**src/core/sac_pkg.sv**
```systemverilog
// Purpose: Constants and carrier types for the successive-approximation converter control
// Assumes: Nibble-wide registers on a plain address/strobe port, 100 MHz clock
package sac_pkg;
    localparam int         ADDR_W         = 6;
    localparam int         NIB_W          = 4;
    localparam logic [5:0] OFF_CHANNEL    = 6'h16;
    localparam logic [5:0] OFF_RES_LOW    = 6'h17;
    localparam logic [5:0] OFF_RES_HIGH   = 6'h18;
    localparam logic [5:0] OFF_PIN_FUNC   = 6'h19;
    localparam logic [5:0] OFF_SPEED_PIN  = 6'h1a;
    localparam logic [5:0] OFF_START      = 6'h20;
    localparam logic [5:0] OFF_IOFF       = 6'h21;
    localparam logic [5:0] OFF_PORT_DATA  = 6'h22;
    localparam logic [5:0] OFF_IRQ_STATUS = 6'h23;
    localparam logic [5:0] OFF_IRQ_MASK   = 6'h24;
    localparam int         START_BIT      = 2;
    localparam int         IOFF_BIT       = 2;
    localparam int         SPEED_BIT      = 3;
    localparam logic [3:0] RES_LOW_RST    = 4'h0;
    localparam logic [3:0] RES_HIGH_RST   = 4'h8;
    localparam logic [3:0] PORT_DATA_RST  = 4'hf;
    localparam logic [3:0] NIB_ZERO       = 4'h0;
    localparam int         CLK_MHZ        = 100;
    localparam int         STEP_FAST_NS   = 40;
    localparam int         STEP_SLOW_NS   = 160;
    localparam int         STEP_FAST_CYC  = (STEP_FAST_NS * CLK_MHZ + 999) / 1000;
    localparam int         STEP_SLOW_CYC  = (STEP_SLOW_NS * CLK_MHZ + 999) / 1000;
    localparam int         STEP_W         = 8;
    localparam int         BITS           = 8;

    typedef enum logic [1:0] {
        SAC_IDLE   = 2'b00,
        SAC_SAMPLE = 2'b01,
        SAC_STEP   = 2'b10
    } sac_state_e;

    typedef struct packed {
        logic [5:0] addr;
        logic [3:0] wdata;
        logic       wr;
        logic       rd;
    } sac_bus_s;
endpackage

```
**src/core/sac_ctrl.sv**
```systemverilog
// Purpose: Register file and sequencer for the 8-bit successive-approximation converter
// Assumes: Comparator output synchronised by three flops; one-cycle read latency
// Notes:   Interrupt raised on conversion done; status cleared by writing one
//
// Decided for this implementation: the address-and-strobe port.
`timescale 1ns/10ps
`default_nettype none
module sac_ctrl #(
    parameter int STEP_FAST = sac_pkg::STEP_FAST_CYC,
    parameter int STEP_SLOW = sac_pkg::STEP_SLOW_CYC
) (
    input  wire logic                   i_mclk,
    input  wire logic                   i_reset,
    input  wire sac_pkg::sac_bus_s      i_bus,
    output var  logic [3:0]             o_rdata,
    input  wire logic                   i_comp,
    input  wire logic                   i_stop_mode,
    output var  logic [2:0]             o_channel,
    output var  logic [7:0]             o_dac_code,
    output var  logic                   o_ladder_on,
    output var  logic [7:0]             o_analog_pin,
    output var  logic [3:0]             o_port_data,
    output var  logic                   o_irq
);
    typedef struct packed {
        sac_pkg::sac_state_e st;
        logic [3:0]          chan;
        logic [3:0]          pin_func;
        logic [3:0]          speed_pin;
        logic                ioff;
        logic                busy;
        logic [3:0]          res_low;
        logic [3:0]          res_high;
        logic [3:0]          port_data;
        logic [7:0]          sar;
        logic [7:0]          trial;
        logic [7:0]          cnt;
        logic                irq_st;
        logic                irq_mask;
        logic [3:0]          rdata;
        logic [2:0]          comp_sync;
        logic                comp;
        logic                irq;
        logic                ladder_on;
        logic [7:0]          apin;
    } sac_reg_s;

    sac_reg_s r;
    sac_reg_s next_r;
    logic     wr_start;
    logic     done;

    function automatic logic [7:0] step_len(input logic slow);
        step_len = slow ? 8'(STEP_SLOW) : 8'(STEP_FAST);
    endfunction

    function automatic logic hit(input logic [5:0] a, input logic [5:0] off);
        hit = (a == off);
    endfunction

    always_comb begin
        next_r = r;
        done = 1'b0;
        wr_start = i_bus.wr && hit(i_bus.addr, sac_pkg::OFF_START)
                   && i_bus.wdata[sac_pkg::START_BIT];
        // Comparator synchroniser; decision taken once stages 2 and 3 agree
        next_r.comp_sync = {r.comp_sync[1:0], i_comp};
        if (r.comp_sync[2] == r.comp_sync[1]) begin
            next_r.comp = r.comp_sync[2];
        end
        if (i_bus.wr) begin
            case (i_bus.addr)
                sac_pkg::OFF_CHANNEL: begin
                    next_r.chan = i_bus.wdata;
                end
                sac_pkg::OFF_PIN_FUNC: begin
                    next_r.pin_func = i_bus.wdata;
                end
                sac_pkg::OFF_SPEED_PIN: begin
                    next_r.speed_pin = i_bus.wdata;
                end
                sac_pkg::OFF_IOFF: begin
                    next_r.ioff = i_bus.wdata[sac_pkg::IOFF_BIT];
                end
                sac_pkg::OFF_PORT_DATA: begin
                    next_r.port_data = i_bus.wdata;
                end
                sac_pkg::OFF_IRQ_STATUS: begin
                    if (i_bus.wdata[0]) begin
                        next_r.irq_st = 1'b0;
                    end
                end
                sac_pkg::OFF_IRQ_MASK: begin
                    next_r.irq_mask = i_bus.wdata[0];
                end
                default: begin
                end
            endcase
        end
        case (r.st)
            sac_pkg::SAC_IDLE: begin
                if (wr_start && !i_stop_mode) begin
                    next_r.busy  = 1'b1;
                    next_r.st    = sac_pkg::SAC_SAMPLE;
                    next_r.trial = 8'h80;
                    next_r.sar   = 8'h80;
                    next_r.cnt   = step_len(r.speed_pin[sac_pkg::SPEED_BIT]);
                end
            end
            sac_pkg::SAC_SAMPLE, sac_pkg::SAC_STEP: begin
                if (i_stop_mode) begin
                    next_r.st   = sac_pkg::SAC_IDLE;
                    next_r.busy = 1'b0;
                end else if (r.cnt > 8'h1) begin
                    next_r.cnt = r.cnt - 8'h1;
                end else begin
                    // Keep trial bit if input is above ladder level, judged on this cycle's accepted value
                    if (!next_r.comp) begin
                        next_r.sar = r.sar & ~r.trial;
                    end
                    next_r.cnt = step_len(r.speed_pin[sac_pkg::SPEED_BIT]);
                    if (r.trial == 8'h01) begin
                        done = 1'b1;
                        next_r.st = sac_pkg::SAC_IDLE;
                        next_r.busy = 1'b0;
                        next_r.res_high = next_r.sar[7:4];
                        next_r.res_low  = next_r.sar[3:0];
                    end else begin
                        next_r.st    = sac_pkg::SAC_STEP;
                        next_r.trial = r.trial >> 1;
                        next_r.sar   = next_r.sar | (r.trial >> 1);
                    end
                end
            end
            default: begin
                next_r.st = sac_pkg::SAC_IDLE;
            end
        endcase
        if (done) begin
            next_r.irq_st = 1'b1;
        end
        next_r.rdata = sac_pkg::NIB_ZERO;
        if (i_bus.rd) begin
            case (i_bus.addr)
                sac_pkg::OFF_CHANNEL:    next_r.rdata = r.chan;
                sac_pkg::OFF_RES_LOW:    next_r.rdata = r.res_low;
                sac_pkg::OFF_RES_HIGH:   next_r.rdata = r.res_high;
                sac_pkg::OFF_PIN_FUNC:   next_r.rdata = r.pin_func;
                sac_pkg::OFF_SPEED_PIN:  next_r.rdata = r.speed_pin;
                sac_pkg::OFF_START:      next_r.rdata = {1'b0, r.busy, 2'b00};
                sac_pkg::OFF_IOFF:       next_r.rdata = {1'b0, r.ioff, 2'b00};
                sac_pkg::OFF_PORT_DATA:  next_r.rdata = r.port_data;
                sac_pkg::OFF_IRQ_STATUS: next_r.rdata = {3'b000, r.irq_st};
                sac_pkg::OFF_IRQ_MASK:   next_r.rdata = {3'b000, r.irq_mask};
                default:                 next_r.rdata = sac_pkg::NIB_ZERO;
            endcase
        end
        next_r.irq = next_r.irq_st & next_r.irq_mask;
        next_r.ladder_on = next_r.busy && !next_r.ioff && !i_stop_mode;
        next_r.apin = {next_r.speed_pin[1:0], next_r.speed_pin[2], 1'b0,
                       next_r.pin_func} & 8'hef;
    end

    always_ff @(posedge i_mclk) begin
        if (i_reset) begin
            r           <= '0;
            r.st        <= sac_pkg::SAC_IDLE;
            r.res_low   <= sac_pkg::RES_LOW_RST;
            r.res_high  <= sac_pkg::RES_HIGH_RST;
            r.port_data <= sac_pkg::PORT_DATA_RST;
        end else begin
            r <= next_r;
        end
    end

    assign o_rdata      = r.rdata;
    assign o_channel    = r.chan[2:0];
    assign o_dac_code   = r.sar;
    assign o_ladder_on  = r.ladder_on;
    assign o_analog_pin = r.apin;
    assign o_port_data  = r.port_data;
    assign o_irq        = r.irq;

    property p_done_clears;
        @(posedge i_mclk) disable iff (i_reset)
        done |=> !r.busy && r.irq_st;
    endproperty
    a_done_clears: assert property (p_done_clears) else $error("Done did not clear busy");

    property p_start_busy;
        @(posedge i_mclk) disable iff (i_reset)
        (r.st == sac_pkg::SAC_IDLE && wr_start && !i_stop_mode) |=> r.busy;
    endproperty
    a_start_busy: assert property (p_start_busy) else $error("Start did not set busy");

    property p_stop_ladder;
        @(posedge i_mclk) disable iff (i_reset)
        i_stop_mode |=> !r.ladder_on;
    endproperty
    a_stop_ladder: assert property (p_stop_ladder) else $error("Ladder on in stop");

    property p_ioff;
        @(posedge i_mclk) disable iff (i_reset)
        r.ioff |-> !r.ladder_on;
    endproperty
    a_ioff: assert property (p_ioff) else $error("Ladder on while off flag set");

    property p_split;
        @(posedge i_mclk) disable iff (i_reset)
        done |=> {r.res_high, r.res_low} == $past(next_r.sar);
    endproperty
    a_split: assert property (p_split) else $error("Result split wrong");

    property p_result_stable;
        @(posedge i_mclk) disable iff (i_reset)
        !done |=> $stable({r.res_high, r.res_low});
    endproperty
    a_result_stable: assert property (p_result_stable) else $error("Result moved");

    property p_chan_write;
        @(posedge i_mclk) disable iff (i_reset)
        (i_bus.wr && i_bus.addr == sac_pkg::OFF_CHANNEL) |=> o_channel == $past(i_bus.wdata[2:0]);
    endproperty
    a_chan_write: assert property (p_chan_write) else $error("Channel not stored");

    property p_busy_read;
        @(posedge i_mclk) disable iff (i_reset)
        (i_bus.rd && i_bus.addr == sac_pkg::OFF_START) |=> o_rdata[2] == $past(r.busy);
    endproperty
    a_busy_read: assert property (p_busy_read) else $error("Busy read wrong");

    property p_reset_low;
        @(posedge i_mclk) disable iff (i_reset)
        $fell(i_reset) |-> r.res_low == sac_pkg::RES_LOW_RST;
    endproperty
    a_reset_low: assert property (p_reset_low) else $error("Low result reset wrong");

    property p_reset_high;
        @(posedge i_mclk) disable iff (i_reset)
        $fell(i_reset) |-> r.res_high == sac_pkg::RES_HIGH_RST;
    endproperty
    a_reset_high: assert property (p_reset_high) else $error("High result reset wrong");

    property p_reset_port;
        @(posedge i_mclk) disable iff (i_reset)
        $fell(i_reset) |-> r.port_data == sac_pkg::PORT_DATA_RST;
    endproperty
    a_reset_port: assert property (p_reset_port) else $error("Port data reset wrong");

    property p_stop_idle;
        @(posedge i_mclk) disable iff (i_reset)
        i_stop_mode |=> !r.busy;
    endproperty
    a_stop_idle: assert property (p_stop_idle) else $error("Busy in stop");

    property p_trial_onehot;
        @(posedge i_mclk) disable iff (i_reset)
        r.busy |-> $onehot(r.trial);
    endproperty
    a_trial_onehot: assert property (p_trial_onehot) else $error("Trial not one-hot");

    property p_trial_walk;
        @(posedge i_mclk) disable iff (i_reset)
        (r.busy && r.cnt == 8'h01 && r.trial != 8'h01 && !i_stop_mode) |=>
            r.trial == ($past(r.trial) >> 1);
    endproperty
    a_trial_walk: assert property (p_trial_walk) else $error("Trial did not move down");

    property p_trial_in_code;
        @(posedge i_mclk) disable iff (i_reset)
        r.busy |-> (r.sar & r.trial) == r.trial;
    endproperty
    a_trial_in_code: assert property (p_trial_in_code) else $error("Trial bit not in code");

    property p_code_hold;
        @(posedge i_mclk) disable iff (i_reset)
        (r.busy && r.cnt > 8'h01 && !i_stop_mode) |=> $stable(r.sar);
    endproperty
    a_code_hold: assert property (p_code_hold) else $error("Code moved inside a step");

    property p_step_len;
        @(posedge i_mclk) disable iff (i_reset)
        (r.st == sac_pkg::SAC_IDLE && wr_start && !i_stop_mode) |=>
            r.cnt == (r.speed_pin[sac_pkg::SPEED_BIT] ? 8'(STEP_SLOW) : 8'(STEP_FAST));
    endproperty
    a_step_len: assert property (p_step_len) else $error("Step length wrong");

    property p_done_last;
        @(posedge i_mclk) disable iff (i_reset)
        done |-> r.busy && r.trial == 8'h01;
    endproperty
    a_done_last: assert property (p_done_last) else $error("Done before last bit");

    property p_irq_level;
        @(posedge i_mclk) disable iff (i_reset)
        r.irq == (r.irq_st && r.irq_mask);
    endproperty
    a_irq_level: assert property (p_irq_level) else $error("Interrupt level wrong");

    property p_irq_clear;
        @(posedge i_mclk) disable iff (i_reset)
        (i_bus.wr && i_bus.addr == sac_pkg::OFF_IRQ_STATUS && i_bus.wdata[0] && !done) |=>
            !r.irq_st;
    endproperty
    a_irq_clear: assert property (p_irq_clear) else $error("Status not cleared");

    property p_rdata_idle;
        @(posedge i_mclk) disable iff (i_reset)
        !i_bus.rd |=> o_rdata == sac_pkg::NIB_ZERO;
    endproperty
    a_rdata_idle: assert property (p_rdata_idle) else $error("Read data without read");

    property p_read_low;
        @(posedge i_mclk) disable iff (i_reset)
        (i_bus.rd && i_bus.addr == sac_pkg::OFF_RES_LOW) |=> o_rdata == $past(r.res_low);
    endproperty
    a_read_low: assert property (p_read_low) else $error("Low result read wrong");

    property p_read_high;
        @(posedge i_mclk) disable iff (i_reset)
        (i_bus.rd && i_bus.addr == sac_pkg::OFF_RES_HIGH) |=> o_rdata == $past(r.res_high);
    endproperty
    a_read_high: assert property (p_read_high) else $error("High result read wrong");

    property p_ladder_busy;
        @(posedge i_mclk) disable iff (i_reset)
        r.ladder_on |-> r.busy;
    endproperty
    a_ladder_busy: assert property (p_ladder_busy) else $error("Ladder on while idle");

    property p_ladder_conv;
        @(posedge i_mclk) disable iff (i_reset)
        (r.busy && !r.ioff && !$past(i_stop_mode)) |-> r.ladder_on;
    endproperty
    a_ladder_conv: assert property (p_ladder_conv) else $error("Ladder off in conversion");

    property p_port_write;
        @(posedge i_mclk) disable iff (i_reset)
        (i_bus.wr && i_bus.addr == sac_pkg::OFF_PORT_DATA) |=> o_port_data == $past(i_bus.wdata);
    endproperty
    a_port_write: assert property (p_port_write) else $error("Port data not stored");

    property p_pin_map;
        @(posedge i_mclk) disable iff (i_reset)
        r.apin[3:0] == r.pin_func;
    endproperty
    a_pin_map: assert property (p_pin_map) else $error("Pin function map wrong");

    property p_speed_map;
        @(posedge i_mclk) disable iff (i_reset)
        r.apin[7:4] == {r.speed_pin[1:0], r.speed_pin[2], 1'b0};
    endproperty
    a_speed_map: assert property (p_speed_map) else $error("Speed pin map wrong");
endmodule
`default_nettype wire

```
**config.mk**
```make
export PLATFORM = sky130hd
export DESIGN_NAME = sac_ctrl
export DESIGN_NICKNAME = d
export VERILOG_FILES = /design/src/core/sac_pkg.sv /design/src/core/sac_ctrl.sv
export SDC_FILE = /design/constraint.sdc
export NUM_CORES = 1
export LEC_CHECK = 0
export ABC_AREA = 0
export BUFFER_PORTS_ARGS = -buffer_cell sky130_fd_sc_hd__clkbuf_2
export CORE_ASPECT_RATIO = 0.7
export CORE_MARGIN = 10
export CORE_UTILIZATION = 30
export CTS_BUF_LIST = sky130_fd_sc_hd__clkbuf_4
export CTS_CLUSTER_SIZE = 24
export DETAILED_ROUTE_END_ITERATION = 16
export PLACE_DENSITY = 0.55
export REMOVE_ABC_BUFFERS = 1
export SETUP_SLACK_MARGIN = 0.1
export SKIP_CTS_REPAIR_TIMING = 1
export SKIP_LAST_GASP = 1
export SLEW_MARGIN = 20
export SYNTH_ARGS = -nofsm -noshare
export SYNTH_HDL_FRONTEND = slang
export SYNTH_SLANG_ARGS = --single-unit
export TNS_END_PERCENT = 50
```
**constraint.sdc**
```tcl
create_clock -name i_mclk -period 2.7 [get_ports i_mclk]
set_input_delay 0.135 -clock i_mclk [delete_from_list [all_inputs] [get_ports i_mclk]]
set_output_delay 0.135 -clock i_mclk [all_outputs]
set_load 0.01 [all_outputs]
```
==> results.yml <==
critical_path:
  cp.arrival_ns: 2.73
  crit_path_max_incr_delay_ns: 0.66
  cp_slowest_cell: "or4_1"
  worstPathCellList: "inv_1 -> ha_1 -> nor2_1 -> or3_4 -> or4_1 -> a21oi_2 -> and2b_1"
  end_kind: "register"
  crit_fanout: 9
  start_kind: "register"
  critPathRequiredTime_ns: 3.08
  critPathKind: "reg2reg"
  critPathTopFamily: "simple AND/OR/NAND/NOR gates"
  r2r_slack_ns: 0.35
  critical_path_buf_inv_count: 1
placed_design:
  hpwl_mm: 6.63
  gp_congestion: 0.864
  port_buffers: 43
  place_ws_ns: 0.388
logic_synthesis:
  async_reset_ff_share_pct: 0
  synth_edf_count: 0
  netlist_instances: 394
  synth_top_family_by_area: "simple AND/OR/NAND/NOR gates"
  synth.avg_cell_area_um2: 8.22
  synth_area_um2: 3240
  ys_seq_elements: 64
  synth_cell_type_count: 56
  synth_mux_area_share_pct: 7.61
  seq_area_frac_synth_pct: 39.6
  synthAdderAreaFrac_pct: 1.85
  synth_warnings: 0
  synth_compound_area_share_pct: 16.2
  synth-simple-area-share_pct: 24.7
  synth_top_flop_cell: "dfxtp_1"
  synthXorXnorAreaFrac_pct: 0
finish:
  fillCellCount: 1120
  layout_common_cells: "dfxtp_1, nand2_1, clkbuf_2"
  antenna_cells: 0
  multi_input_area_um2: 1640
  ff_latch_area_um2: 1280
  area_delta_synth_final_pct: 11.2
  nets: 436
  drive_gt1_share_pct: 18.8
  mostFrequentLayoutCell: "dfxtp_1"
run_status:
  status: "completed"
clocking:
  tritoncts: "yes"
  cts_sinks: 64
  clk_latency_ns: 0.43
  htreeDepth: 3
  cts-root-buf: "clkbuf_4"
  ctsLongestPathBuffers: 2
  path_clk_slew_ns: 0.10
  numCtsBuffers: 9
job:
  timing.max_cap.violations: 0
timing:
  fmax_mhz: 426
  rsz0062_at_grt: "no"
  slew_headroom_pct: 58.3
  tns_ns: 0
  worst_pin_slew_ns: 0.620
  final_hold_viol_count: 0
  fin_ws_ns: 0.353
  skew_ns: 0.00993
  maxSlewViolCount: 0
  period_needed_ns: 2.35
  setup_violations: 0
  timing.final.crit_share_pct: 86.9
power:
  vdd_drop_max_mv: 0.166
  leakagePower_nw: 1.40
  powerDensity_nw_per_um2: 515
global_routing:
  grt_pass1_wl_mm: 14.5
  grt_max_degree: 28
  grt_pass1_vias: 2749
  track_usage_pct: 11.8
  antenna_found_initial: 0
  grt_overflow: 0
die:
  dieHeight_um: 107
  placementRows: 31
  start_util_pct: 31.0
  coreArea_um2: 10400
  die_area_um2: 15400
  io-pin-count: 45
  dieWidth_um: 144
hold_path:
  min_path_type: "in2reg"
detailed_routing:
  drt.antenna.violating_nets: 0
  drtIter0Drc: 235
  wl_per_cell_um: 16.0
  drt-vias-per-instance: 5.23
  vias: 2889
  routed_wl_mm: 8.84
  drcViolationCount: 0
  drt-pass1-iter-count: 5
## logic make-up (layout without fill, tap and decap cells)
| group | after synthesis | count (layout) |
|---|---|---|
| AOI/OAI and AO/OA | 87 | 87 |
| adders and majority gates | 5 | 5 |
| buffers and inverters | 57 | 83 |
| DFF | 64 | 64 |
| muxes | 24 | 24 |
| other | 1 | 1 |
| and+or+nand+nor | 156 | 156 |
## flip-flops by register name, summed over array words and instances, names as in the netlist
signal	flops
r	39
o_channel	3
o_rdata	4
o_analog_pin	2
o_irq	1
o_ladder_on	1
o_port_data	4
o_dac_code	8
next_r	2
## power by group
| group | internal (mW) | total, mW | switching, mW | leakage (nW) |
|---|---|---|---|---|
| clock | 0.389 | 0.732 | 0.344 | 0.0867 |
| combinational | 0.0507 | 0.160 | 0.109 | 0.797 |
| sequential | 0.952 | 0.962 | 0.00920 | 0.516 |
| total | 1.39 | 1.85 | 0.462 | 1.40 |
## worst paths after layout
path,from,endpoint,cells past startpoint
max,r[20],o_irq,7
min,i_bus[5],r[61],3
max reg2reg,r[20],o_irq,7
min reg2reg,next_r[12],next_r[13],1
## worst min-delay path, stage by stage
cell	delay (ns)
clkbuf_2	0.16
mux2i_1	0.09
nor2_1	0.07
## cell type report
| cell class | instances | area share, % |
|---|---|---|
| Inverter | 10 | 1.04 |
| Clock buffer | 11 | 2.29 |
| Clock inverter | 4 | 1.95 |
| Timing Repair Buffer | 58 | 9.17 |
| Tap cell | 132 | 4.58 |
| Multi-Input combinational cell | 273 | 45.4 |
| Sequential cell | 64 | 35.6 |
## layer usage
metal	vias up	track usage (%)	share of wire [%]
li1	1420	-	-
met1	1374	16.8	50
met2	87	15.7	41
met3	8	4.23	7.6
met4	0	4.24	1.0
met5	-	0	0
## cell usage after synthesis (all sizes together) (6+ instances only)
library cell / n / share of area [%]
mux2i: 19 / 5.9
nand3: 24 / 3.7
nor2: 32 / 3.7
buf: 32 / 7.1
o21ai: 27 / 4.2
inv: 9 / 1.0
dfxtp: 64 / 40
nor4: 6 / 1.8
clkbuf: 15 / 1.7
a21oi: 33 / 5.2
nand2: 57 / 6.6
## stage by stage
step | power [mW] | area (µm²) | instances | utilization, % | hold slack (ns)
after floorplan | 1.06 | 2950 | 347 | - | 0.202
final | 1.85 | 3600 | 552 | 34.5 | 0.0507
after global routing | 1.93 | 3600 | 552 | 34.5 | 0.0440
after CTS | 1.87 | 3590 | 551 | 34.4 | -0.0918
after detailed placement | 1.14 | 3440 | 536 | 33.0 | 0.375
after global placement | 1.14 | 3440 | 536 | 33.0 | 0.376
Note: power is estimated with default switching activity, not from simulation.
